### config.mk
export PLATFORM = sky130hd
export DESIGN_NAME = cmeh_core_mem_err
export DESIGN_NICKNAME = d
export VERILOG_FILES = /design/src/rtl/cmeh_core_mem_err.v
export VERILOG_INCLUDE_DIRS = /design/src /design/src/rtl
export SDC_FILE = /design/constraint.sdc
export NUM_CORES = 1
export LEC_CHECK = 0
export BUFFER_PORTS_ARGS = -buffer_cell sky130_fd_sc_hd__buf_4
export CAP_MARGIN = 25
export CORE_MARGIN = 4
export CORE_UTILIZATION = 50
export DETAILED_ROUTE_END_ITERATION = 6
export GPL_TIMING_DRIVEN = 1
export PLACE_DENSITY = 0.76
export REMOVE_ABC_BUFFERS = 1
export SETUP_SLACK_MARGIN = 0.15
export SYNTH_ARGS = -nofsm -noshare
export SYNTH_HDL_FRONTEND = slang
export SYNTH_SLANG_ARGS = --single-unit
### constraint.sdc
create_clock -name clk -period 4.08 [get_ports clk]
set_input_delay 0.816 -clock clk [delete_from_list [all_inputs] [get_ports clk]]
set_output_delay 0.816 -clock clk [all_outputs]
set_load 0.02 [all_outputs]
### src/rtl/cmeh_defines.vh
`ifndef CMEH_DEFINES_VH
`define CMEH_DEFINES_VH
`define CMEH_ICACHE_ECC  1'b1
`define CMEH_CSR_IC      12'h7F0
`define CMEH_CSR_ILM     12'h7F1
`define CMEH_CSR_DLM     12'h7F2
`define CMEH_TH_HI       31
`define CMEH_TH_LO       27
`define CMEH_CNT_HI      26
`define CMEH_TH_MAX      5'h1A
`define CMEH_REG_RESET   32'h0000_0000
`define CMEH_IC_DW       16
`define CMEH_IC_PW       5
`define CMEH_LM_DW       32
`define CMEH_LM_CW       7
`endif

### src/rtl/cmeh_core_mem_err.v
`timescale 1ns/1ps
`default_nettype none
`include "cmeh_defines.vh"
module cmeh_core_mem_err (
  input  wire        clk,
  input  wire        reset,
  input  wire        csr_wr,
  input  wire [11:0] csr_addr,
  input  wire [31:0] csr_wdata,
  output reg  [31:0] csr_rdata,
  input  wire        ic_valid,
  input  wire [15:0] ic_data,
  input  wire [4:0]  ic_chk,
  input  wire        tag_valid,
  input  wire [15:0] tag_data,
  input  wire [4:0]  tag_chk,
  output reg         ic_set_invalidate,
  output reg         ic_refetch_flush,
  input  wire        ilm_fetch_valid,
  input  wire        ilm_fetch_oldest,
  input  wire        ilm_dma_valid,
  input  wire [31:0] ilm_rdata,
  input  wire [6:0]  ilm_rchk,
  output reg  [31:0] ilm_corr_data,
  output reg  [6:0]  ilm_corr_chk,
  output reg         ilm_wb,
  output reg         ilm_refetch,
  output reg         inst_access_fault,
  input  wire        dlm_ls_valid,
  input  wire        dlm_is_store,
  input  wire        dlm_nonspec,
  input  wire        dlm_retire,
  input  wire        dlm_dma_valid,
  input  wire [31:0] dlm_rdata,
  input  wire [6:0]  dlm_rchk,
  output reg  [31:0] dlm_corr_data,
  output reg  [6:0]  dlm_corr_chk,
  output reg         dlm_wb,
  output reg         load_access_fault,
  output reg         store_access_fault,
  output reg         dma_rvalid,
  output reg  [31:0] dma_rdata,
  output reg         dma_rerror,
  output reg         ic_corr_irq,
  output reg         ilm_corr_irq,
  output reg         dlm_corr_irq
);

  // How the block is organised
  //
  // Three protected stores feed this block:
  //   - icache data chunks and line tags, 16 bits each
  //   - the instruction local memory, 32-bit words
  //   - the data local memory, 32-bit words
  //
  // Icache side
  //   Detection only. Any hit on data or tag drops the whole set
  //   and asks for a refetch flush. No correction is attempted
  //   here, since the line has a clean copy in system memory.
  //   The parity or short-code choice is a build option; both
  //   data and tag use the same choice.
  //
  // Local memory side
  //   Full SECDED over 39-bit codewords. The decoder gives:
  //   - overall parity odd: single error, correctable
  //   - overall parity even, syndrome non-zero: double error
  //   - all zero: clean word
  //   Single errors are corrected here and handed back as a
  //   write-back word with fresh check bits. Double errors turn
  //   into access faults or a DMA error response.
  //
  // Counting side
  //   Three counter/threshold registers, one per store. Each
  //   counts at most one event per cycle; the interrupt is the
  //   counter bit selected by the threshold, so it is a level
  //   and never a latched flag.
  //
  // Timing
  //   Every output is registered: the answer to whatever is
  //   presented at one rising edge appears after that edge and
  //   stands for one cycle. Callers must sample it one cycle
  //   after the request, not in the launching time step.
  //
  // Limitations
  //   - No address of an error is kept, only counts.
  //   - A stuck-at bit in the instruction memory keeps producing
  //     the same single error on every fetch; the refetch loop
  //     relies on the write-back actually fixing the cell.
  //   - If instruction and data DMA reads coincide, only the
  //     data memory answer is returned; the bus above must not
  //     issue both in one cycle if it needs both.

  // SECDED check bits: six Hamming bits plus overall parity
  // Data bits fill the non-power-of-two positions 1..38 in order;
  // the six Hamming bits are the XOR of the positions of all ones.
  // The seventh bit makes the whole 39-bit codeword even, so the
  // all-zero word is a valid codeword and needs no special case.
  function [6:0] lm_chk;
    input [31:0] d;
    reg   [38:1] cw;
    reg   [5:0]  h;
    integer      i;
    integer      k;
    begin
      cw = 38'h0;
      k  = 0;
      for (i = 1; i <= 38; i = i + 1) begin
        if ((i & (i - 1)) != 0) begin
          cw[i] = d[k];
          k     = k + 1;
        end
      end
      h = 6'h00;
      for (i = 1; i <= 38; i = i + 1) begin
        if (cw[i]) h = h ^ i[5:0];
      end
      lm_chk = {^{d, h}, h};
    end
  endfunction

  // Corrects a single flipped data bit given its Hamming position
  // A syndrome that points at a check-bit position (a power of two)
  // or at nothing leaves the data untouched: the check bits are
  // regenerated anyway before they go back to the array.
  function [31:0] lm_fix;
    input [31:0] d;
    input [5:0]  pos;
    integer      i;
    integer      k;
    begin
      lm_fix = d;
      k      = 0;
      for (i = 1; i <= 38; i = i + 1) begin
        if ((i & (i - 1)) != 0) begin
          if (pos == i[5:0]) lm_fix[k] = ~d[k];
          k = k + 1;
        end
      end
    end
  endfunction

  // Short parity code for 16 bits: parity of four folds plus overall
  // Detection only; the mismatch of any bit is enough to act on,
  // so no syndrome decode is needed on the icache side.
  function [4:0] ic_code;
    input [15:0] d;
    begin
      ic_code = {^d, ^d[15:12], ^d[11:8], ^d[7:4], ^d[3:0]};
    end
  endfunction

  // Icache check: parity uses bit 0 only, ECC all five
  function ic_bad;
    input [15:0] d;
    input [4:0]  c;
    begin
      if (`CMEH_ICACHE_ECC)
        ic_bad = (ic_code(d) != c);
      else
        ic_bad = (^d) != c[0];
    end
  endfunction

  // Syndrome decode for both local memories
  // Bit 6 is the parity over the whole stored codeword, so a flip
  // of any bit, check bits included, shows as a single error.
  wire [6:0]  ilm_enc = lm_chk(ilm_rdata);  // Recomputed check bits
  wire [6:0]  dlm_enc = lm_chk(dlm_rdata);  // Recomputed check bits
  wire [6:0]  ilm_syn = {^{ilm_rdata, ilm_rchk},
                         ilm_enc[5:0] ^ ilm_rchk[5:0]};
  wire [6:0]  dlm_syn = {^{dlm_rdata, dlm_rchk},
                         dlm_enc[5:0] ^ dlm_rchk[5:0]};
  // Single error flips overall parity; double leaves it even
  // Three or more flips may alias to either; SECDED promises
  // nothing beyond two.
  wire        ilm_sb  = ilm_syn[6];
  wire        ilm_db  = (ilm_syn != 7'h00) && !ilm_syn[6];
  wire        dlm_sb  = dlm_syn[6];
  wire        dlm_db  = (dlm_syn != 7'h00) && !dlm_syn[6];
  wire [31:0] ilm_fx  = lm_fix(ilm_rdata, ilm_syn[5:0]);
  wire [31:0] dlm_fx  = lm_fix(dlm_rdata, dlm_syn[5:0]);

  // Error events per memory
  // Data and tag checks of one access fold into one event, which
  // keeps the icache counter at one step per cycle.
  wire ic_err  = (ic_valid && ic_bad(ic_data, ic_chk)) ||
                 (tag_valid && ic_bad(tag_data, tag_chk));
  wire ilm_use = ilm_fetch_valid || ilm_dma_valid;
  wire dlm_ret = dlm_ls_valid && dlm_retire && dlm_nonspec;
  // Data counts only on retire or DMA; DMA ignores power state
  // No sleep or debug-halt input exists on purpose: DMA reads must
  // be counted in every power state, so nothing may gate them.
  wire dlm_cnt = dlm_sb && (dlm_ret || dlm_dma_valid);
  wire ilm_cnt = ilm_sb && ilm_use;

  wire [2:0]  inc_v = {dlm_cnt, ilm_cnt, ic_err};
  wire [11:0] addr_v [0:2];
  assign addr_v[0] = `CMEH_CSR_IC;
  assign addr_v[1] = `CMEH_CSR_ILM;
  assign addr_v[2] = `CMEH_CSR_DLM;

  // Threshold clamp on software write
  // Values 27..31 would point past the 27-bit counter; they are
  // stored as 26, the highest legal bit.
  wire [4:0] wth = (csr_wdata[`CMEH_TH_HI:`CMEH_TH_LO] > `CMEH_TH_MAX) ?
                   `CMEH_TH_MAX : csr_wdata[`CMEH_TH_HI:`CMEH_TH_LO];

  wire [31:0] tally [0:2];
  wire [2:0]  irq_nxt;

  // Three counter/threshold registers, one per memory
  // Entry 0 serves the icache, 1 the instruction memory and 2 the
  // data memory. A software write in the same cycle as an error
  // wins; that one error is lost, which is the price of letting
  // firmware reset the count without a read-modify-write race.
  genvar g;
  generate
    for (g = 0; g < 3; g = g + 1) begin : g_tally
      reg  [4:0]  th_r;          // Threshold pointer
      reg  [26:0] cnt_r;         // Error count
      wire [26:0] cnt_nxt = cnt_r + 27'h1;
      // Counter and threshold update
      always @(posedge clk) begin
        if (reset) begin
          th_r  <= 5'h00;
          cnt_r <= 27'h0;
        end else if (csr_wr && csr_addr == addr_v[g]) begin
          // Software write replaces both fields and wins the cycle
          th_r  <= wth;
          cnt_r <= csr_wdata[`CMEH_CNT_HI:0];
        end else if (inc_v[g]) begin
          // One step per cycle however many hits
          cnt_r <= cnt_nxt; // Wraps silently
        end
      end
      assign tally[g] = {th_r, cnt_r};
      // Unlatched interrupt from the chosen bit, next value
      assign irq_nxt[g] = (csr_wr && csr_addr == addr_v[g]) ?
                          csr_wdata[wth] :
                          (inc_v[g] ? cnt_nxt[th_r] : cnt_r[th_r]);
    end
  endgenerate

  // Read mux: reads change nothing
  // Unmapped numbers read as zero; there is no error signalling
  // for them on this port.
  reg [31:0] rd_nxt;
  always @* begin
    if (csr_addr == `CMEH_CSR_IC)
      rd_nxt = tally[0];
    else if (csr_addr == `CMEH_CSR_ILM)
      rd_nxt = tally[1];
    else if (csr_addr == `CMEH_CSR_DLM)
      rd_nxt = tally[2];
    else
      rd_nxt = 32'h0000_0000;
  end

  // Registered outputs for recovery, faults and DMA answers
  // Corrected data and check bits are registered every cycle, even
  // when no write-back is asked for; only the strobes qualify them.
  // This avoids a mux on the wide paths at the cost of some toggling.
  always @(posedge clk) begin
    if (reset) begin
      csr_rdata          <= `CMEH_REG_RESET;
      ic_set_invalidate  <= 1'b0;
      ic_refetch_flush   <= 1'b0;
      ilm_corr_data      <= 32'h0000_0000;
      ilm_corr_chk       <= 7'h00;
      ilm_wb             <= 1'b0;
      ilm_refetch        <= 1'b0;
      inst_access_fault  <= 1'b0;
      dlm_corr_data      <= 32'h0000_0000;
      dlm_corr_chk       <= 7'h00;
      dlm_wb             <= 1'b0;
      load_access_fault  <= 1'b0;
      store_access_fault <= 1'b0;
      dma_rvalid         <= 1'b0;
      dma_rdata          <= 32'h0000_0000;
      dma_rerror         <= 1'b0;
      ic_corr_irq        <= 1'b0;
      ilm_corr_irq       <= 1'b0;
      dlm_corr_irq       <= 1'b0;
    end else begin
      csr_rdata <= rd_nxt;
      // Any icache error drops the set and refetches
      ic_set_invalidate <= ic_err;
      ic_refetch_flush  <= ic_err;
      // Corrected word and fresh check bits for write-back
      ilm_corr_data <= ilm_fx;
      ilm_corr_chk  <= lm_chk(ilm_fx);
      // Every corrected fetch or DMA read writes back
      ilm_wb        <= ilm_sb && ilm_use;
      // Refetch after write-back, used or not
      ilm_refetch   <= ilm_sb && ilm_fetch_valid;
      // Fault only when oldest; younger ones get flushed anyway
      inst_access_fault <= ilm_db && ilm_fetch_valid && ilm_fetch_oldest;
      dlm_corr_data <= dlm_fx;
      dlm_corr_chk  <= lm_chk(dlm_fx);
      // Speculative loads must not touch the array
      dlm_wb        <= dlm_sb && (dlm_ret || dlm_dma_valid);
      // Faults only on non-speculative accesses
      load_access_fault  <= dlm_db && dlm_ls_valid && dlm_nonspec &&
                            !dlm_is_store;
      store_access_fault <= dlm_db && dlm_ls_valid && dlm_nonspec &&
                            dlm_is_store;
      // DMA answer: corrected data or error
      dma_rvalid <= ilm_dma_valid || dlm_dma_valid;
      if (dlm_dma_valid) begin
        dma_rdata  <= dlm_fx;
        dma_rerror <= dlm_db;
      end else begin
        dma_rdata  <= ilm_fx;
        dma_rerror <= ilm_dma_valid && ilm_db;
      end
      // Interrupts track counter bits, no latch
      ic_corr_irq  <= irq_nxt[0];
      ilm_corr_irq <= irq_nxt[1];
      dlm_corr_irq <= irq_nxt[2];
    end
  end

endmodule
`default_nettype wire

# ---- Yosys cells after proc, flatten, opt, wreduce, memory -nomap -nowiden
# Cells that the tools add are included.
dict set report totals {
  reg_bits 250
  input_bits 177
  out_inout_bits 155
  wordCells 989
}
dict set report classes {
  add_sub_neg 33
  n_lt_le_gt_ge 36
  n_eq_ne 69
  mux 589
  bitwise 190
  n_reduce_logical 48
}
# cell n
set ops {}
lappend ops {{2-to-1 mux 32 bit} 41}
lappend ops {{less-than comparator 32 x 7 -> 1 bit, second input constant} 31}
lappend ops {{adder 32 x 2 -> 32 bit, second input constant} 30}
lappend ops {{2-to-1 mux 6 bit} 90}
lappend ops {{2-to-1 mux 27 bit} 17}
lappend ops {{binary-select mux 1 bit (select 5 bit)} 69}
lappend ops {{2-to-1 mux 5 bit} 69}
lappend ops {{2-to-1 mux 1 bit} 205}
lappend ops {{equality test 6 x 5 -> 1 bit, second input constant} 30}
lappend ops {{NOT 3 bit} 52}
lappend ops {{2-to-1 mux 4 bit} 30}
lappend ops {{equality test 6 x 4 -> 1 bit, second input constant} 14}
lappend ops {{adder 27 x 1 -> 27 bit, second input constant} 3}
lappend ops {{NOT 2 bit} 40}
lappend ops {{NOT 4 bit} 20}
lappend ops {{parity 39 bit} 2}
lappend ops {{parity 38 bit} 2}
lappend ops {{equality test 6 bit, second input constant} 12}
lappend ops {{NOT 1 bit} 64}
lappend ops {{2-to-1 mux 31 bit} 2}
lappend ops {{2-to-1 mux 30 bit} 2}
lappend ops {{2-to-1 mux 29 bit} 2}
lappend ops {{2-to-1 mux 28 bit} 2}
lappend ops {{2-to-1 mux 26 bit} 2}
lappend ops {{other kinds (38)} 134}

# ---- Logic depth before layout (Yosys ltp)
dict set report logic_depth {
  word_depth 194
  mapped_depth 14
  mapped_depth_nobuf 13
}

# ---- Worst setup path after synthesis
# Ideal clock, no wire load.
dict set report synth_timing {
  kind {input to register}
  startpoint {input port dlm_rdata[23]}
  endpoint {register dlm_corr_chk[6]}
  setup_time_ns 0.115
  arrival_ns 4.274
  t_required_ns 3.965
  slack_ns -0.308
  cell_stages 14
  cell_sequence {clkbuf_2 xnor3_1 xnor2_1 xnor2_1 xnor3_2 nand2b_4 buf_6 nor3_4 xnor3_1 xnor3_1 xnor2_1 xnor2_2 xnor3_1 and2_1}
}
dict set report synth_via {
  elab_chain_cells 132
}
# item line
set synth_rtl {}
lappend synth_rtl {{start: declaration} cmeh_core_mem_err.v:34} ;# input wire [31:0] dlm_rdata,
lappend synth_rtl {{2-to-1 mux 5 bit} cmeh_core_mem_err.v:115} ;# if (cw[i]) h = h ^ i[5:0];
lappend synth_rtl {{NOT 4 bit (no line)} -}
lappend synth_rtl {{2-to-1 mux 5 bit} cmeh_core_mem_err.v:115}
lappend synth_rtl {{NOT 5 bit (no line)} -}
lappend synth_rtl {{2-to-1 mux 5 bit} cmeh_core_mem_err.v:115}
lappend synth_rtl {{2-to-1 mux 6 bit (3 in a row)} cmeh_core_mem_err.v:115}
lappend synth_rtl {{NOT 2 bit (no line)} -}
lappend synth_rtl {{2-to-1 mux 6 bit} cmeh_core_mem_err.v:115}
lappend synth_rtl {{[... 114 more ...]} -}
lappend synth_rtl {{2-to-1 mux 6 bit} cmeh_core_mem_err.v:264} ;# if (reset) begin
lappend synth_rtl {{NOT 3 bit (no line)} -}
lappend synth_rtl {{2-to-1 mux 6 bit} cmeh_core_mem_err.v:115}
lappend synth_rtl {{2-to-1 mux 6 bit} cmeh_core_mem_err.v:264}
lappend synth_rtl {{NOT 3 bit (no line)} -}
lappend synth_rtl {{2-to-1 mux 6 bit} cmeh_core_mem_err.v:115}
lappend synth_rtl {{2-to-1 mux 6 bit} cmeh_core_mem_err.v:264}
lappend synth_rtl {{parity 38 bit (*)} cmeh_core_mem_err.v:117} ;# lm_chk = {^{d, h}, h};
lappend synth_rtl {{end signal: assignment} cmeh_core_mem_err.v:299} ;# dlm_corr_chk <= lm_chk(dlm_fx);
lappend synth_rtl {{end: declaration} cmeh_core_mem_err.v:37} ;# output reg [6:0] dlm_corr_chk,
# Every way passes the cells marked *; elsewhere a longest branch is shown, timed or not. The select of a mux whose other input is x is not followed.
# A chain may end at the register's enable or synchronous reset.

# ---- Worst setup path after layout
dict set report layout_timing {
  startpoint {input port dlm_rdata[21]}
  endpoint {register dlm_corr_chk[6]}
}
dict set report layout_via {
  elab_chain_cells 134
}
# item line
set layout_rtl {}
lappend layout_rtl {{2-to-1 mux 5 bit (2 in a row)} cmeh_core_mem_err.v:115}
lappend layout_rtl {{NOT 4 bit (no line) or 2-to-1 mux 5 bit (tied branches)} -}
lappend layout_rtl {{2-to-1 mux 5 bit or NOT 4 bit (tied branches)} -}
lappend layout_rtl {{2-to-1 mux 5 bit} cmeh_core_mem_err.v:115}
lappend layout_rtl {{NOT 5 bit (no line)} -}
lappend layout_rtl {{2-to-1 mux 5 bit} cmeh_core_mem_err.v:115}
lappend layout_rtl {{NOT 1 -> 2 bit (no line) or 2-to-1 mux 6 bit (tied branches)} -}
lappend layout_rtl {{2-to-1 mux 6 bit or NOT 2 bit (tied branches)} -}
lappend layout_rtl {{[... 117 more ...]} -}
lappend layout_rtl {{2-to-1 mux 6 bit} cmeh_core_mem_err.v:264}
lappend layout_rtl {{NOT 3 bit (no line)} -}
lappend layout_rtl {{2-to-1 mux 6 bit} cmeh_core_mem_err.v:115}
lappend layout_rtl {{2-to-1 mux 6 bit} cmeh_core_mem_err.v:264}
lappend layout_rtl {{NOT 3 bit (no line)} -}
lappend layout_rtl {{2-to-1 mux 6 bit} cmeh_core_mem_err.v:115}
lappend layout_rtl {{2-to-1 mux 6 bit} cmeh_core_mem_err.v:264}
lappend layout_rtl {{parity 38 bit (*)} cmeh_core_mem_err.v:117}
# Marked as above.

==> key figures <==
Drt
  • Vias/cell: between 5 and 6
  • DRC Markers: 0
  • Iter 0 DRT Violations: around 1600
  • Drt total wl: slightly above 60000 um
  • Routed WL per cell: 20.8 um
  • DR pass1 iterations: 5
  • Post-route ant nets: 0
  • Via count: 16700

Worst setup path
  • Ordered list of cells on the worst path: buf_4 > buf_4 > xnor2_4 > xnor3_1 > xnor3_2 > nor2_2 > buf_4 > buf_4 > o2111ai_1 > xnor2_1 > buf_4 > xnor3_1 > xnor2_2 > xnor2_2 > xnor3_1 > and2_1
  • R2R Setup Slk: between 700 and 800 ps
  • Crit start category: primary input
  • Worst-path maximum fanout: 4
  • Critical Path Max Stage Delay: roughly 430 ps
  • Crit path top cell by count: buf_4
  • Arrival time worst endpoint: roughly 4300 ps
  • RR Endpoint: ic_corr_irq$_SDFF_PP0_
  • WP buf/inv: 5
  • CP delay by family, top: XOR/XNOR gates
  • Worst Setup End Kind: register
  • FF-to-FF Start: g_tally[0].cnt_r[8]$_SDFFE_PP0P_
  • WS Path Type: in -> reg
  • Reg2Reg Depth: 12
  • Slowest-stage cell, CP: xnor3_2
  • Req. time, crit path: about 4500 ps

Placed design
  • Hpwl dp: between 40000 and 50000 um
  • Post-Place Cells: roughly 2900
  • Pre-CTS WS: -464 ps
  • IO Port Bufs: 331
  • Placer Congestion: just over 1

Global routing
  • First-pass GRT wire length: 93900 um
  • Largest net degree at the start of global routing: between 70 and 80
  • Total GRT Usage: 0.323
  • Vias in the first global route: between 15000 and 20000
  • Antenna violations before repair: 0
  • GRT overflow: 0

Timing
  • Final Critical Period: ~3800 ps
  • Final critical-path setup slack: around 240 ps
  • Max Transition Viols Final: 0
  • Setup Viol. Count Final: 0
  • Fmax: 0.261 GHz
  • Fin crit share: 0.940
  • WHS: 415 ps
  • Worst slew pin tran: a little over 1000 ps
  • Relative slew slack: 0.311
  • Clock Skew: between 4 and 5 ps
  • Final hold violation count: 0
  • RSZ-0062 raised after global routing: false

Final layout
  • Non-filler instance count after layout: a little under 3000
  • Share of cells above drive strength 1: 0.297
  • Area Overhead vs Synth: 34.0%
  • Final core utilization: 0.678
  • Combined area of the multi-input logic cells: between 0.01 and 0.015 sq mm
  • Sequential cell area: approximately 0.0050 sq mm
  • Filler instances: 2729
  • NumNets Final: around 2700
  • Ant diodes: 0

Floorplan
  • Rows: 67
  • Initial Util: 0.506
  • Boundary Pins: 332
  • Core footprint: roughly 0.034 sq mm
  • Die width: about 190 um
  • Die height: just under 200 um
  • Die area: 0.0370 sq mm

Pwr
  • Power Total: between 0.01 and 0.015 W
  • Static leakage: 9.25 nW
  • Pwr Density: about 590 mW/mm^2
  • Max IR drop VDD: between 0.4 and 0.5 mV

Hold path
  • Hold endpoint: load_access_fault$_SDFF_PP0_
  • Hold Path Depth: 2
  • Class of the worst hold path: in -> reg
  • HP Start: dlm_is_store

Run
  • Maximum Capacitance Violations: 0

Logic synthesis
  • Largest cells by area after synthesis: dfxtp_1 (29%), xnor2_1 (14%), nor2_1 (7.2%), xor2_1 (5.4%), xnor3_1 (4.4%)
  • Top cell type's share of synthesized area: 0.295
  • Number of synthesized flops with an enable pin: 0
  • Library cells used by synthesis: 70
  • Synth Flop Type: dfxtp_1
  • Post-synthesis sequential element count: 250
  • Synth Warn #: 0
  • Largest area contributor in the netlist: dfxtp_1
  • Syn avg cell area: 8.45 sq um
  • Seq/Total Area, Yosys: 0.295
  • Synth cell count leaders: nor2_1 (327), xnor2_1 (276), dfxtp_1 (250)
  • Synth Cell Area: around 0.017 sq mm
  • Most frequent cell after synthesis: nor2_1
  • Synth Instances: around 2000
  • Async SR Flop Fraction: 0

Clock network
  • Root buf cell: clkbuf_16
  • Clk_lat worst skew: approximately 580 ps
  • Sink Count: 250
  • CTS tree: done
  • CTS buffer count: 29
  • Worst-path clk slew: 60 ps
  • Htree depth: 1
  • Maximum root-to-sink buffer count: 3

Outcome
  • Status: finished, final reports clean
stage by stage:
step	instance area, sq um	TNS, ps
finish	22800	0
global route	22800	0
global placement	21400	-1530
floorplan	16300	-482
CTS	22500	0
detailed placement	21400	-2390
layout make-up:
cell class / count / area share
multi-input combinational: 1576 / 0.504
sequential: 250 / 0.220
timing repair buffer: 601 / 0.201
clock buffer: 38 / 0.0356
tap: 448 / 0.0246
clock inverter: 14 / 0.0115
inverter: 20 / 0.00330
power by group:
part           leakage, nW  total, W  internal [W]  switching, W
combinational         6.67   0.00780       0.00392       0.00388
sequential            2.05   0.00282       0.00270      0.000117
clock                0.526   0.00291       0.00183       0.00108
routing by layer:
layer	up-vias	global-route usage	share of wire
met3	133	0.0682	0.094
met4	0	0.0960	0.035
li1	7873	-	-
met5	-	0	0
met2	887	0.556	0.48
met1	7853	0.409	0.39
worst register-to-register path: stages, from the launching register on:
cell	delay, ps
dfxtp_1	510
nand4_1	190
nor2_1	370
nand2_1	200
nor3_1	550
a221oi_1	160
a31oi_1	230
a31oi_1	120
a21oi_1	180
a2111oi_0	110
a211oi_1	260
o31ai_1	130
a21oi_1	230
flip-flops by register name, indices dropped and copies added (netlist names):
signal              flops
ilm_corr_data          32
inst_access_fault       1
g_tally.cnt_r          81
ilm_corr_chk            7
ic_set_invalidate       1
ilm_wb                  1
dlm_corr_data          32
dma_rdata              32
dlm_corr_chk            7
ic_corr_irq             1
store_access_fault      1
dma_rvalid              1
csr_rdata              32
dma_rerror              1
dlm_wb                  1
g_tally.th_r           15
ilm_corr_irq            1
load_access_fault       1
dlm_corr_irq            1
ilm_refetch             1
cell usage in the layout, fill, tap and decap left out, types with 9 or more instances in the layout:
cell type  synthesis  routed
a211oi_1          88      88
a21oi_1           71      71
nand3b_1           9       9
dfxtp_1          250     250
and2_1            23      23
mux2i_1           49      49
nor3_1            57      57
a311oi_1          28      28
buf_4              2     595
and3_1            32      32
nand4_1           15      15
inv_1             20      20
o221ai_1           9       9
mux4_2            28      28
clkbuf_16          0      29
or3_1             29      28
xor2_2             4      12
nor2_1           327     326
o21ai_0           57      55
xnor2_2           10      17
xnor2_1          276     267
xnor3_1           33      26
nand2_1          126     125
xor2_1           104      96
o211ai_1          18      18
nand3_1           61      60
a31oi_1           20      20
kinds of logic (layout without fill, tap and decap cells):
logic type,Yosys count,count (layout),synth area share
multiplexers,77,77,0.0660
AND/OR/NAND/NOR,733,733,0.200
adder cells (fa/ha/maj),3,3,0.00221
XOR/XNOR,437,437,0.268
AO/OA/AOI/OAI,326,326,0.127
buffers and inverters,182,673,0.0417
flip-flops,250,250,0.295
worst max path at each step:
| stage | from | endpoint | slack (ps) | cells past startpoint |
|---|---|---|---|---|
| 2_1_floorplan | dlm_rdata[25] | dlm_corr_chk[6]$_SDFF_PP0_ | -350 | 12 |
| 3_3_place_gp | dlm_rdata[23] | dlm_corr_chk[6]$_SDFF_PP0_ | -350 | 15 |
| 3_5_place_dp | dlm_rdata[25] | dlm_corr_chk[6]$_SDFF_PP0_ | -460 | 13 |
| 4_1_cts | dlm_rdata[19] | dlm_corr_chk[6]$_SDFF_PP0_ | 170 | 13 |
| 5_1_grt | dlm_rdata[21] | dlm_corr_chk[6]$_SDFF_PP0_ | 80 | 16 |
| 6_report | dlm_rdata[21] | dlm_corr_chk[6]$_SDFF_PP0_ | 240 | 16 |
repair_timing:
item / in CTS / in global routing
resized for setup: 2 / 32
setup endpoints to repair: 1 / 6
setup buffers: 0 / 5
hold buffers: 0 / 0
cloned: 0 / 0
pin swaps: 0 / 20
Power figures use the tool's default switching activity.
